===== src/igd_pkg.sv =====
// Package for the IDE and game-port chip-select decoder.
// Assumes a 10-bit host I/O address and a single 250 MHz core clock.
package igd_pkg;
    localparam int unsigned ADDR_W = 10;

    localparam logic [9:0] PRI_TASK_BASE  = 10'h1f0;
    localparam logic [9:0] SEC_TASK_BASE  = 10'h170;
    localparam logic [9:0] NAR_TASK_BASE  = 10'h320;
    localparam logic [9:0] PRI_CTRL_LO    = 10'h3f6;
    localparam logic [9:0] PRI_CTRL_HI    = 10'h3f7;
    localparam logic [9:0] SEC_CTRL_LO    = 10'h376;
    localparam logic [9:0] SEC_CTRL_HI    = 10'h377;
    localparam logic [9:0] NAR_CTRL_LO    = 10'h3f5;
    localparam logic [9:0] JOY_ADDR       = 10'h201;

    localparam logic       STRAP_RESET    = 1'b0;
    localparam logic       SEL_IDLE_N     = 1'b1;

    typedef enum logic [2:0]
    {
        IGD_ST_RESET = 3'b001,
        IGD_ST_RUN   = 3'b010,
        IGD_ST_SLEEP = 3'b100
    } igd_state_t;
endpackage : igd_pkg


===== src/igd_if.sv =====
// Interface carrying synchronised host-cycle and configuration signals.
// Assumes both ends run on core_clk.
interface igd_if;
    logic [9:0] addr;
    logic       aen;
    logic       rd_n;
    logic       wr_n;
    logic       wide_n;
    logic       ide_on;
    logic       primary;
    logic       wide_mode;
    logic       task_hit;
    logic       ctrl_hit;
    logic       upper_hit;
    logic       joy_hit;
    logic       d7_fwd;
    logic       d7_back;
    logic       d7_change;

    modport top
    (
        output addr, aen, rd_n, wr_n, wide_n, ide_on, primary, wide_mode,
        input  task_hit, ctrl_hit, upper_hit, joy_hit, d7_fwd, d7_back, d7_change
    );
    modport dec
    (
        input  addr, aen, rd_n, wr_n, wide_n, ide_on, primary, wide_mode,
        output task_hit, ctrl_hit, upper_hit, joy_hit, d7_fwd, d7_back, d7_change
    );
endinterface : igd_if


===== src/igd_top.sv =====
// Top of the IDE and game-port select decoder; every output is registered.
// Assumes host pins are asynchronous and pass a two-stage synchroniser here.
module igd_top
(
    input  wire logic       core_clk,
    input  wire logic       rstn,
    input  wire logic       supply_valid,
    input  wire logic [9:0] host_addr,
    input  wire logic       host_aen,
    input  wire logic       host_rd_n,
    input  wire logic       host_wr_n,
    input  wire logic       host_d7_in,
    input  wire logic       wide_transfer_indicator_n,
    input  wire logic       drive_data_bit7_in,
    input  wire logic       disk_change,
    input  wire logic       cfg_ide_enable,
    input  wire logic       cfg_primary,
    input  wire logic       cfg_wide_host_mode,
    input  wire logic       second_uart_strap0,
    input  wire logic       second_uart_strap1,
    input  wire logic       disk_address_strap,
    input  wire logic       floppy_address_strap,
    input  wire logic       printer_port_mode_strap,
    output logic            ide_upper_lane_enable_n,
    output logic            ide_upper_lane_oe,
    output logic            ide_lower_lane_enable_n,
    output logic            ide_lower_lane_oe,
    output logic            disk_task_select_n,
    output logic            disk_task_oe,
    output logic            disk_control_select_n,
    output logic            disk_control_oe,
    output logic            joystick_port_select_n,
    output logic            joystick_port_oe,
    output logic            drive_data_bit7_out,
    output logic            drive_data_bit7_oe,
    output logic            host_d7_out,
    output logic            host_d7_oe,
    output logic            disk_dma_ack_n,
    output logic [1:0]      second_uart_strap,
    output logic            disk_address_latched,
    output logic            floppy_address_latched,
    output logic            printer_port_mode_latched,
    output logic            standby
);
    localparam int unsigned NSYNC = 21;

    logic [NSYNC-1:0] sync1_reg;
    logic [NSYNC-1:0] sync2_reg;
    logic [NSYNC-1:0] sync_in;

    assign sync_in = {supply_valid, host_addr, host_aen, host_rd_n, host_wr_n, host_d7_in,
                      wide_transfer_indicator_n, drive_data_bit7_in, disk_change,
                      cfg_ide_enable, cfg_primary, cfg_wide_host_mode};

    // Reset values keep the strobes inactive so nothing decodes right after release.
    localparam logic [NSYNC-1:0] SYNC_RST = 21'h0003a0;

    always_ff @(posedge core_clk)
    begin
        if (!rstn)
        begin
            sync1_reg <= SYNC_RST;
            sync2_reg <= SYNC_RST;
        end
        else
        begin
            sync1_reg <= sync_in;
            sync2_reg <= sync1_reg;
        end
    end

    logic       s_pwr;
    logic [9:0] s_addr;
    logic       s_aen;
    logic       s_rd_n;
    logic       s_wr_n;
    logic       s_host_d7;
    logic       s_wide_n;
    logic       s_drv_d7;
    logic       s_chg;
    logic       s_ide;
    logic       s_pri;
    logic       s_wide;

    assign {s_pwr, s_addr, s_aen, s_rd_n, s_wr_n, s_host_d7, s_wide_n, s_drv_d7, s_chg,
            s_ide, s_pri, s_wide} = sync2_reg;

    // Straps: sampled every reset cycle, held afterwards.
    logic [4:0] strap_reg;
    logic [4:0] strap_next;

    always_comb
    begin
        strap_next = strap_reg;
        if (!rstn)
        begin
            strap_next = {second_uart_strap1, second_uart_strap0, disk_address_strap,
                          floppy_address_strap, printer_port_mode_strap};
        end
    end

    always_ff @(posedge core_clk)
    begin
        strap_reg <= strap_next;
    end

    // State machine: reset, running, or standby while supply is invalid.
    igd_pkg::igd_state_t state_reg;
    igd_pkg::igd_state_t state_next;

    always_comb
    begin
        case (state_reg)
            igd_pkg::IGD_ST_RESET: state_next = s_pwr ? igd_pkg::IGD_ST_RUN
                                                      : igd_pkg::IGD_ST_SLEEP;
            igd_pkg::IGD_ST_RUN:   state_next = s_pwr ? igd_pkg::IGD_ST_RUN
                                                      : igd_pkg::IGD_ST_SLEEP;
            igd_pkg::IGD_ST_SLEEP: state_next = s_pwr ? igd_pkg::IGD_ST_RUN
                                                      : igd_pkg::IGD_ST_SLEEP;
            default:               state_next = igd_pkg::IGD_ST_RESET;
        endcase
    end

    always_ff @(posedge core_clk)
    begin
        if (!rstn)
            state_reg <= igd_pkg::IGD_ST_RESET;
        else
            state_reg <= state_next;
    end

    logic run;
    assign run = (state_reg == igd_pkg::IGD_ST_RUN);

    igd_if dif ();

    // Effective config: the disk address strap flips the primary choice.
    always_comb
    begin
        dif.addr      = s_addr;
        dif.aen       = s_aen | !run;
        dif.rd_n      = s_rd_n;
        dif.wr_n      = s_wr_n;
        dif.wide_n    = s_wide_n;
        dif.ide_on    = s_ide;
        dif.primary   = s_pri ^ strap_reg[2];
        dif.wide_mode = s_wide;
    end

    igd_decode u_dec
    (
        .bus (dif)
    );

    // Output registers: select values freeze in standby while every enable drops.
    logic [15:0] out_reg;
    logic [15:0] out_next;

    always_comb
    begin
        out_next = out_reg;
        if (run)
        begin
            out_next[0]  = !dif.upper_hit;
            out_next[1]  = !(dif.task_hit || (s_wide && dif.ctrl_hit));
            out_next[2]  = !dif.task_hit;
            out_next[3]  = !dif.ctrl_hit;
            out_next[4]  = !dif.joy_hit;
            out_next[5]  = s_host_d7;
            out_next[6]  = dif.d7_change ? s_chg : s_drv_d7;
            out_next[9]  = s_wide ? igd_pkg::SEL_IDLE_N : s_wide_n;
        end
        // Enables and standby are gated here so that each output pin comes straight from a flop.
        out_next[7]  = run && dif.d7_fwd;
        out_next[8]  = run && (dif.d7_back || dif.d7_change);
        out_next[10] = run;
        out_next[11] = run && s_wide;
        out_next[12] = !run;
        out_next[15:13] = 3'h0;
    end

    always_ff @(posedge core_clk)
    begin
        if (!rstn)
            out_reg <= 16'h121f;
        else
            out_reg <= out_next;
    end

    assign ide_upper_lane_enable_n   = out_reg[0];
    assign ide_upper_lane_oe         = out_reg[11];
    assign ide_lower_lane_enable_n   = out_reg[1];
    assign ide_lower_lane_oe         = out_reg[10];
    assign disk_task_select_n        = out_reg[2];
    assign disk_task_oe              = out_reg[10];
    assign disk_control_select_n     = out_reg[3];
    assign disk_control_oe           = out_reg[10];
    assign joystick_port_select_n    = out_reg[4];
    assign joystick_port_oe          = out_reg[10];
    assign drive_data_bit7_out       = out_reg[5];
    assign drive_data_bit7_oe        = out_reg[7];
    assign host_d7_out               = out_reg[6];
    assign host_d7_oe                = out_reg[8];
    assign disk_dma_ack_n            = out_reg[9];
    assign second_uart_strap         = strap_reg[4:3];
    assign disk_address_latched      = strap_reg[2];
    assign floppy_address_latched    = strap_reg[1];
    assign printer_port_mode_latched = strap_reg[0];
    assign standby                   = out_reg[12];
endmodule : igd_top


===== src/igd_decode.sv =====
// Combinational address decode for the IDE and game-port selects.
// Assumes its inputs are already synchronised to core_clk.
module igd_decode
(
    igd_if.dec bus
);
    function automatic logic in_range(input logic [9:0] a, input logic [9:0] lo,
                                      input logic [9:0] hi);
        in_range = (a >= lo) && (a <= hi);
    endfunction : in_range

    logic io_ok;
    logic pri_task;
    logic sec_task;
    logic nar_task;
    logic pri_ctrl;
    logic sec_ctrl;
    logic nar_ctrl;
    logic rd;
    logic wr;

    always_comb
    begin
        rd       = !bus.rd_n;
        wr       = !bus.wr_n;
        io_ok    = !bus.aen && (rd || wr);
        pri_task = in_range(bus.addr, igd_pkg::PRI_TASK_BASE, igd_pkg::PRI_TASK_BASE + 10'h007);
        sec_task = in_range(bus.addr, igd_pkg::SEC_TASK_BASE, igd_pkg::SEC_TASK_BASE + 10'h007);
        nar_task = in_range(bus.addr, igd_pkg::NAR_TASK_BASE, igd_pkg::NAR_TASK_BASE + 10'h003);
        pri_ctrl = in_range(bus.addr, igd_pkg::PRI_CTRL_LO, igd_pkg::PRI_CTRL_HI);
        sec_ctrl = in_range(bus.addr, igd_pkg::SEC_CTRL_LO, igd_pkg::SEC_CTRL_HI);
        // The narrow control window decodes 3F6-3F7 only, the same range as the select; NAR_CTRL_LO (3F5) is unused.
        nar_ctrl = in_range(bus.addr, igd_pkg::PRI_CTRL_LO, igd_pkg::PRI_CTRL_HI);
        if (bus.wide_mode)
        begin
            bus.task_hit = io_ok && bus.ide_on && (bus.primary ? pri_task : sec_task);
            bus.ctrl_hit = io_ok && bus.ide_on && (bus.primary ? pri_ctrl : sec_ctrl);
        end
        else
        begin
            bus.task_hit = io_ok && bus.ide_on && nar_task;
            bus.ctrl_hit = io_ok && bus.ide_on && nar_ctrl;
        end
        bus.upper_hit = bus.wide_mode && !bus.wide_n
                        && io_ok && bus.ide_on && (bus.primary ? pri_task : sec_task);
        bus.joy_hit   = io_ok && (bus.addr == igd_pkg::JOY_ADDR);
        bus.d7_fwd    = bus.wide_mode && bus.ide_on && wr && io_ok && bus.primary
                        && (pri_task || pri_ctrl);
        bus.d7_back   = bus.wide_mode && bus.ide_on && rd && io_ok && bus.primary
                        && (pri_task || bus.addr == igd_pkg::PRI_CTRL_LO);
        bus.d7_change = rd && io_ok && (bus.addr == igd_pkg::PRI_CTRL_HI);
    end
endmodule : igd_decode


===== config.mk =====
export PLATFORM = sky130hd
export DESIGN_NAME = igd_top
export DESIGN_NICKNAME = d
export VERILOG_FILES = /design/src/igd_pkg.sv /design/src/igd_if.sv /design/src/igd_top.sv /design/src/igd_decode.sv
export SDC_FILE = /design/constraint.sdc
export NUM_CORES = 1
export LEC_CHECK = 0
export ABC_AREA = 1
export CAP_MARGIN = 20
export CORE_ASPECT_RATIO = 0.8
export CORE_MARGIN = 2
export CORE_UTILIZATION = 60
export CTS_CLUSTER_SIZE = 10
export DETAILED_ROUTE_END_ITERATION = 6
export DONT_BUFFER_PORTS = 1
export PLACE_DENSITY = 0.74
export SLEW_MARGIN = 15
export SYNTH_ARGS = -nofsm -noshare
export SYNTH_HDL_FRONTEND = slang
export SYNTH_HIERARCHICAL = 1
export SYNTH_SLANG_ARGS = --single-unit

===== constraint.sdc =====
create_clock -name core_clk -period 2 [get_ports core_clk]
set_input_delay 0.1 -clock core_clk [delete_from_list [all_inputs] [get_ports core_clk]]
set_output_delay 0.1 -clock core_clk [all_outputs]
set_load 0.02 [all_outputs]

==> impl_metrics.json <==
{
  "synthesis.area_per_instance_um2": 8.15,
  "tritoncts": "yes",
  "fp-row-count": 19,
  "final_cell_count_no_fill": 360,
  "filler_cell_count": 238,
  "cellPowerDensity_nw_per_um2": 881,
  "antenna_nets_post_route": 0,
  "run_status": "finished clean",
  "synth-async-reset-ratio_pct": 0,
  "critPathKind": "flop to flop",
  "fmax_ghz": 0.544,
  "leakage_nw": 1.35,
  "worst_ep_arrival_ps": 1990,
  "cts-root-buf": "sky130_fd_sc_hd__clkbuf_8",
  "r2r_cells": 11,
  "synth_enable_flop_cells": 5,
  "floorplan.io_pins": 49,
  "crit_path_start_kind": "flop",
  "vias_in_the_first_global_route": 1640,
  "synth_ff_type": "sky130_fd_sc_hd__dfxtp_1",
  "synth-seq-area-share_pct": 58.1,
  "antenna_violations_before_repair": 0,
  "syn-instance-count": 277,
  "synthesis.yosys.warnings": 6,
  "max_cap_viol_count": 0,
  "num_vias": 1691,
  "end_kind": "flop",
  "min_path_cells": 1,
  "dr_wl_met2_um": 2200,
  "die_height_um": 58.9,
  "drtIter0Drc": 103,
  "timing.slew.headroom_pct": 31.2,
  "multi_input_area_um2": 661,
  "hold_slack_ps": 46.4,
  "total_power_mw": 2.44,
  "worst_ep_required_time_ps": 2150,
  "design.final.nets": 342,
  "dieArea_um2": 4270,
  "top_layer": "met4",
  "dpl.hpwl_um": 2550,
  "tightestPinTransition_ps": 1030,
  "cts_setup_buffers": 0,
  "drt-vias-per-instance": 4.70,
  "place_ws_ps": 103,
  "finalSetupViolations": 0,
  "die-width_um": 72.6,
  "post_synth_instance_area_um2": 2260,
  "clock_sink_count": 63,
  "route.layer.met1.wl_um": 1770,
  "postLayoutCellArea_um2": 2770,
  "avgRoutedWirePerCell_um": 11.9,
  "gr-total-overflow": 0,
  "final.setup.worst_slack_ps": 163,
  "post_route_cells_drive_above_1_share_pct": 12.6,
  "drt-pass1-iter-count": 4,
  "mapped_nets": 305,
  "core_outline_area_um2": 3520,
  "clock-skew-final_ps": 6.03,
  "post_synth_main_area_contributors": "sky130_fd_sc_hd__dfxtp_1 51%, sky130_fd_sc_hd__nand2_1 11%, sky130_fd_sc_hd__inv_1 9.5%",
  "min-delay-path-class": "input pin to flop",
  "synthDominantCellAreaShare_pct": 51.4,
  "count_of_buffers_inserted_at_the_top_level_ports": 0,
  "route.detailed.drc": 0,
  "initial_utilization_pct": 64.2,
  "timing.reg2reg.setup_slack_ps": 160,
  "clock_insertion_delay_at_the_later_pin_of_the_skew_report_ps": 330,
  "place.gp.congestion": 0.911,
  "antenna-diode-count": 0,
  "report.final.slew_viol_count": 0,
  "ys_ff_latch": 63,
  "timing.setup.tns_ps": 0,
  "largest_fanout_on_the_critical_path": 6,
  "htreeDepth": 3,
  "route.met3.wl_um": 293,
  "clock_buffers_created_by_tritoncts": 9,
  "placed_cells": 311,
  "detail_route.wirelength_um": 4280,
  "grt_first_pass_wirelength_um": 7290,
  "clkTransAtPathRegs_ps": 60,
  "grt_use_total_pct": 23.5,
  "clock_tree.buffer_depth": 2,
  "sequential_cell_area_um2": 1310,
  "synth_largest_area_cell": "sky130_fd_sc_hd__dfxtp_1",
  "grt_start_max_net_pins": 32,
  "dpl_cell_area_um2": 2250,
  "worst_voltage_drop_across_the_vdd_grid_mv": 0.674,
  "final_cycle_utilization_of_the_critical_path_pct": 91.8,
  "post-route-util_pct": 78.7,
  "syn2layout_area_growth_pct": 22.6,
  "timing.final.crit_period_ps": 1840,
  "hold_viol": 0,
  "synthDistinctLibCells": 24
}
==> path summary, 6_finish.rpt <==
path	to	from
min	out_reg[12]	rstn
min reg2reg	sync2_reg[10]	sync1_reg[10]
max reg2reg	out_reg[1]	state_reg[0]
max	out_reg[1]	state_reg[0]
==> worst max-delay path: stages (launching register included) <==
cell	delay, ps
sky130_fd_sc_hd__dfxtp_1	350
sky130_fd_sc_hd__nor2_4	160
sky130_fd_sc_hd__nand2_2	110
sky130_fd_sc_hd__or2_2	320
sky130_fd_sc_hd__a21oi_2	210
sky130_fd_sc_hd__nand2_1	80
sky130_fd_sc_hd__a21oi_1	110
sky130_fd_sc_hd__nand2_1	60
sky130_fd_sc_hd__inv_1	70
sky130_fd_sc_hd__a21oi_1	40
sky130_fd_sc_hd__nand3_1	70
sky130_fd_sc_hd__nand3_1	70
==> area by class of cell <==
class / instances / area share [%]
Tap cell: 42 / 1.90
Sequential cell: 63 / 47.4
Clock buffer: 14 / 5.87
Multi-Input combinational cell: 143 / 23.9
Clock inverter: 1 / 0.181
Inverter: 63 / 8.54
Timing Repair Buffer: 34 / 12.3
==> power breakdown <==
part	internal [mW]	total (mW)	leakage, nW	switching, mW
logic	0.0780	0.148	0.735	0.0699
registers	1.33	1.38	0.527	0.0454
clock network	0.509	0.917	0.0865	0.407
==> kinds of logic (layout without fill, tap and decap cells) <==
logic type,count (synthesis),in the layout,synth area share [%]
and+or+nand+nor,131,131,25.4
DFF,63,63,58.1
AOI/OAI and AO/OA,11,11,3.10
buffers and inverters,71,112,13.1
xor gates and xnor gates,1,1,0.388
==> cell usage after synthesis (all sizes together) (2+ instances only) <==
master,count
nand3,18
edfxtp,5
nand2,68
inv,62
o21ai,2
nor2,34
a21oi,7
dfxtp,58
buf,8
or2,9
==> repair_timing <==
item	in CTS	in global routing
hold buffers	34	0
setup endpoints to repair	0	4
hold endpoints to repair	47	0
gates resized for setup	0	2
==> layer usage <==
metal	vias to the layer above	global-route usage (%)
met3	4	11.0
li1	883	-
met4	0	5.56
met2	61	42.2
met5	-	0
met1	743	25.1
==> placed cells by master (no fill, tap or decap), drive strengths merged <==
cell type	n
nor4	1
clkbuf	14
dlygate4sd3	34
inv	62
or2	9
a31oi	1
o21ai	2
o211ai	1
a21oi	7
edfxtp	5
nand3	18
clkinv	2
xor2	1
dfxtp	58
nor2	34
nand2	68
nor3	1
No activity file was read; power rests on OpenSTA's default activity.
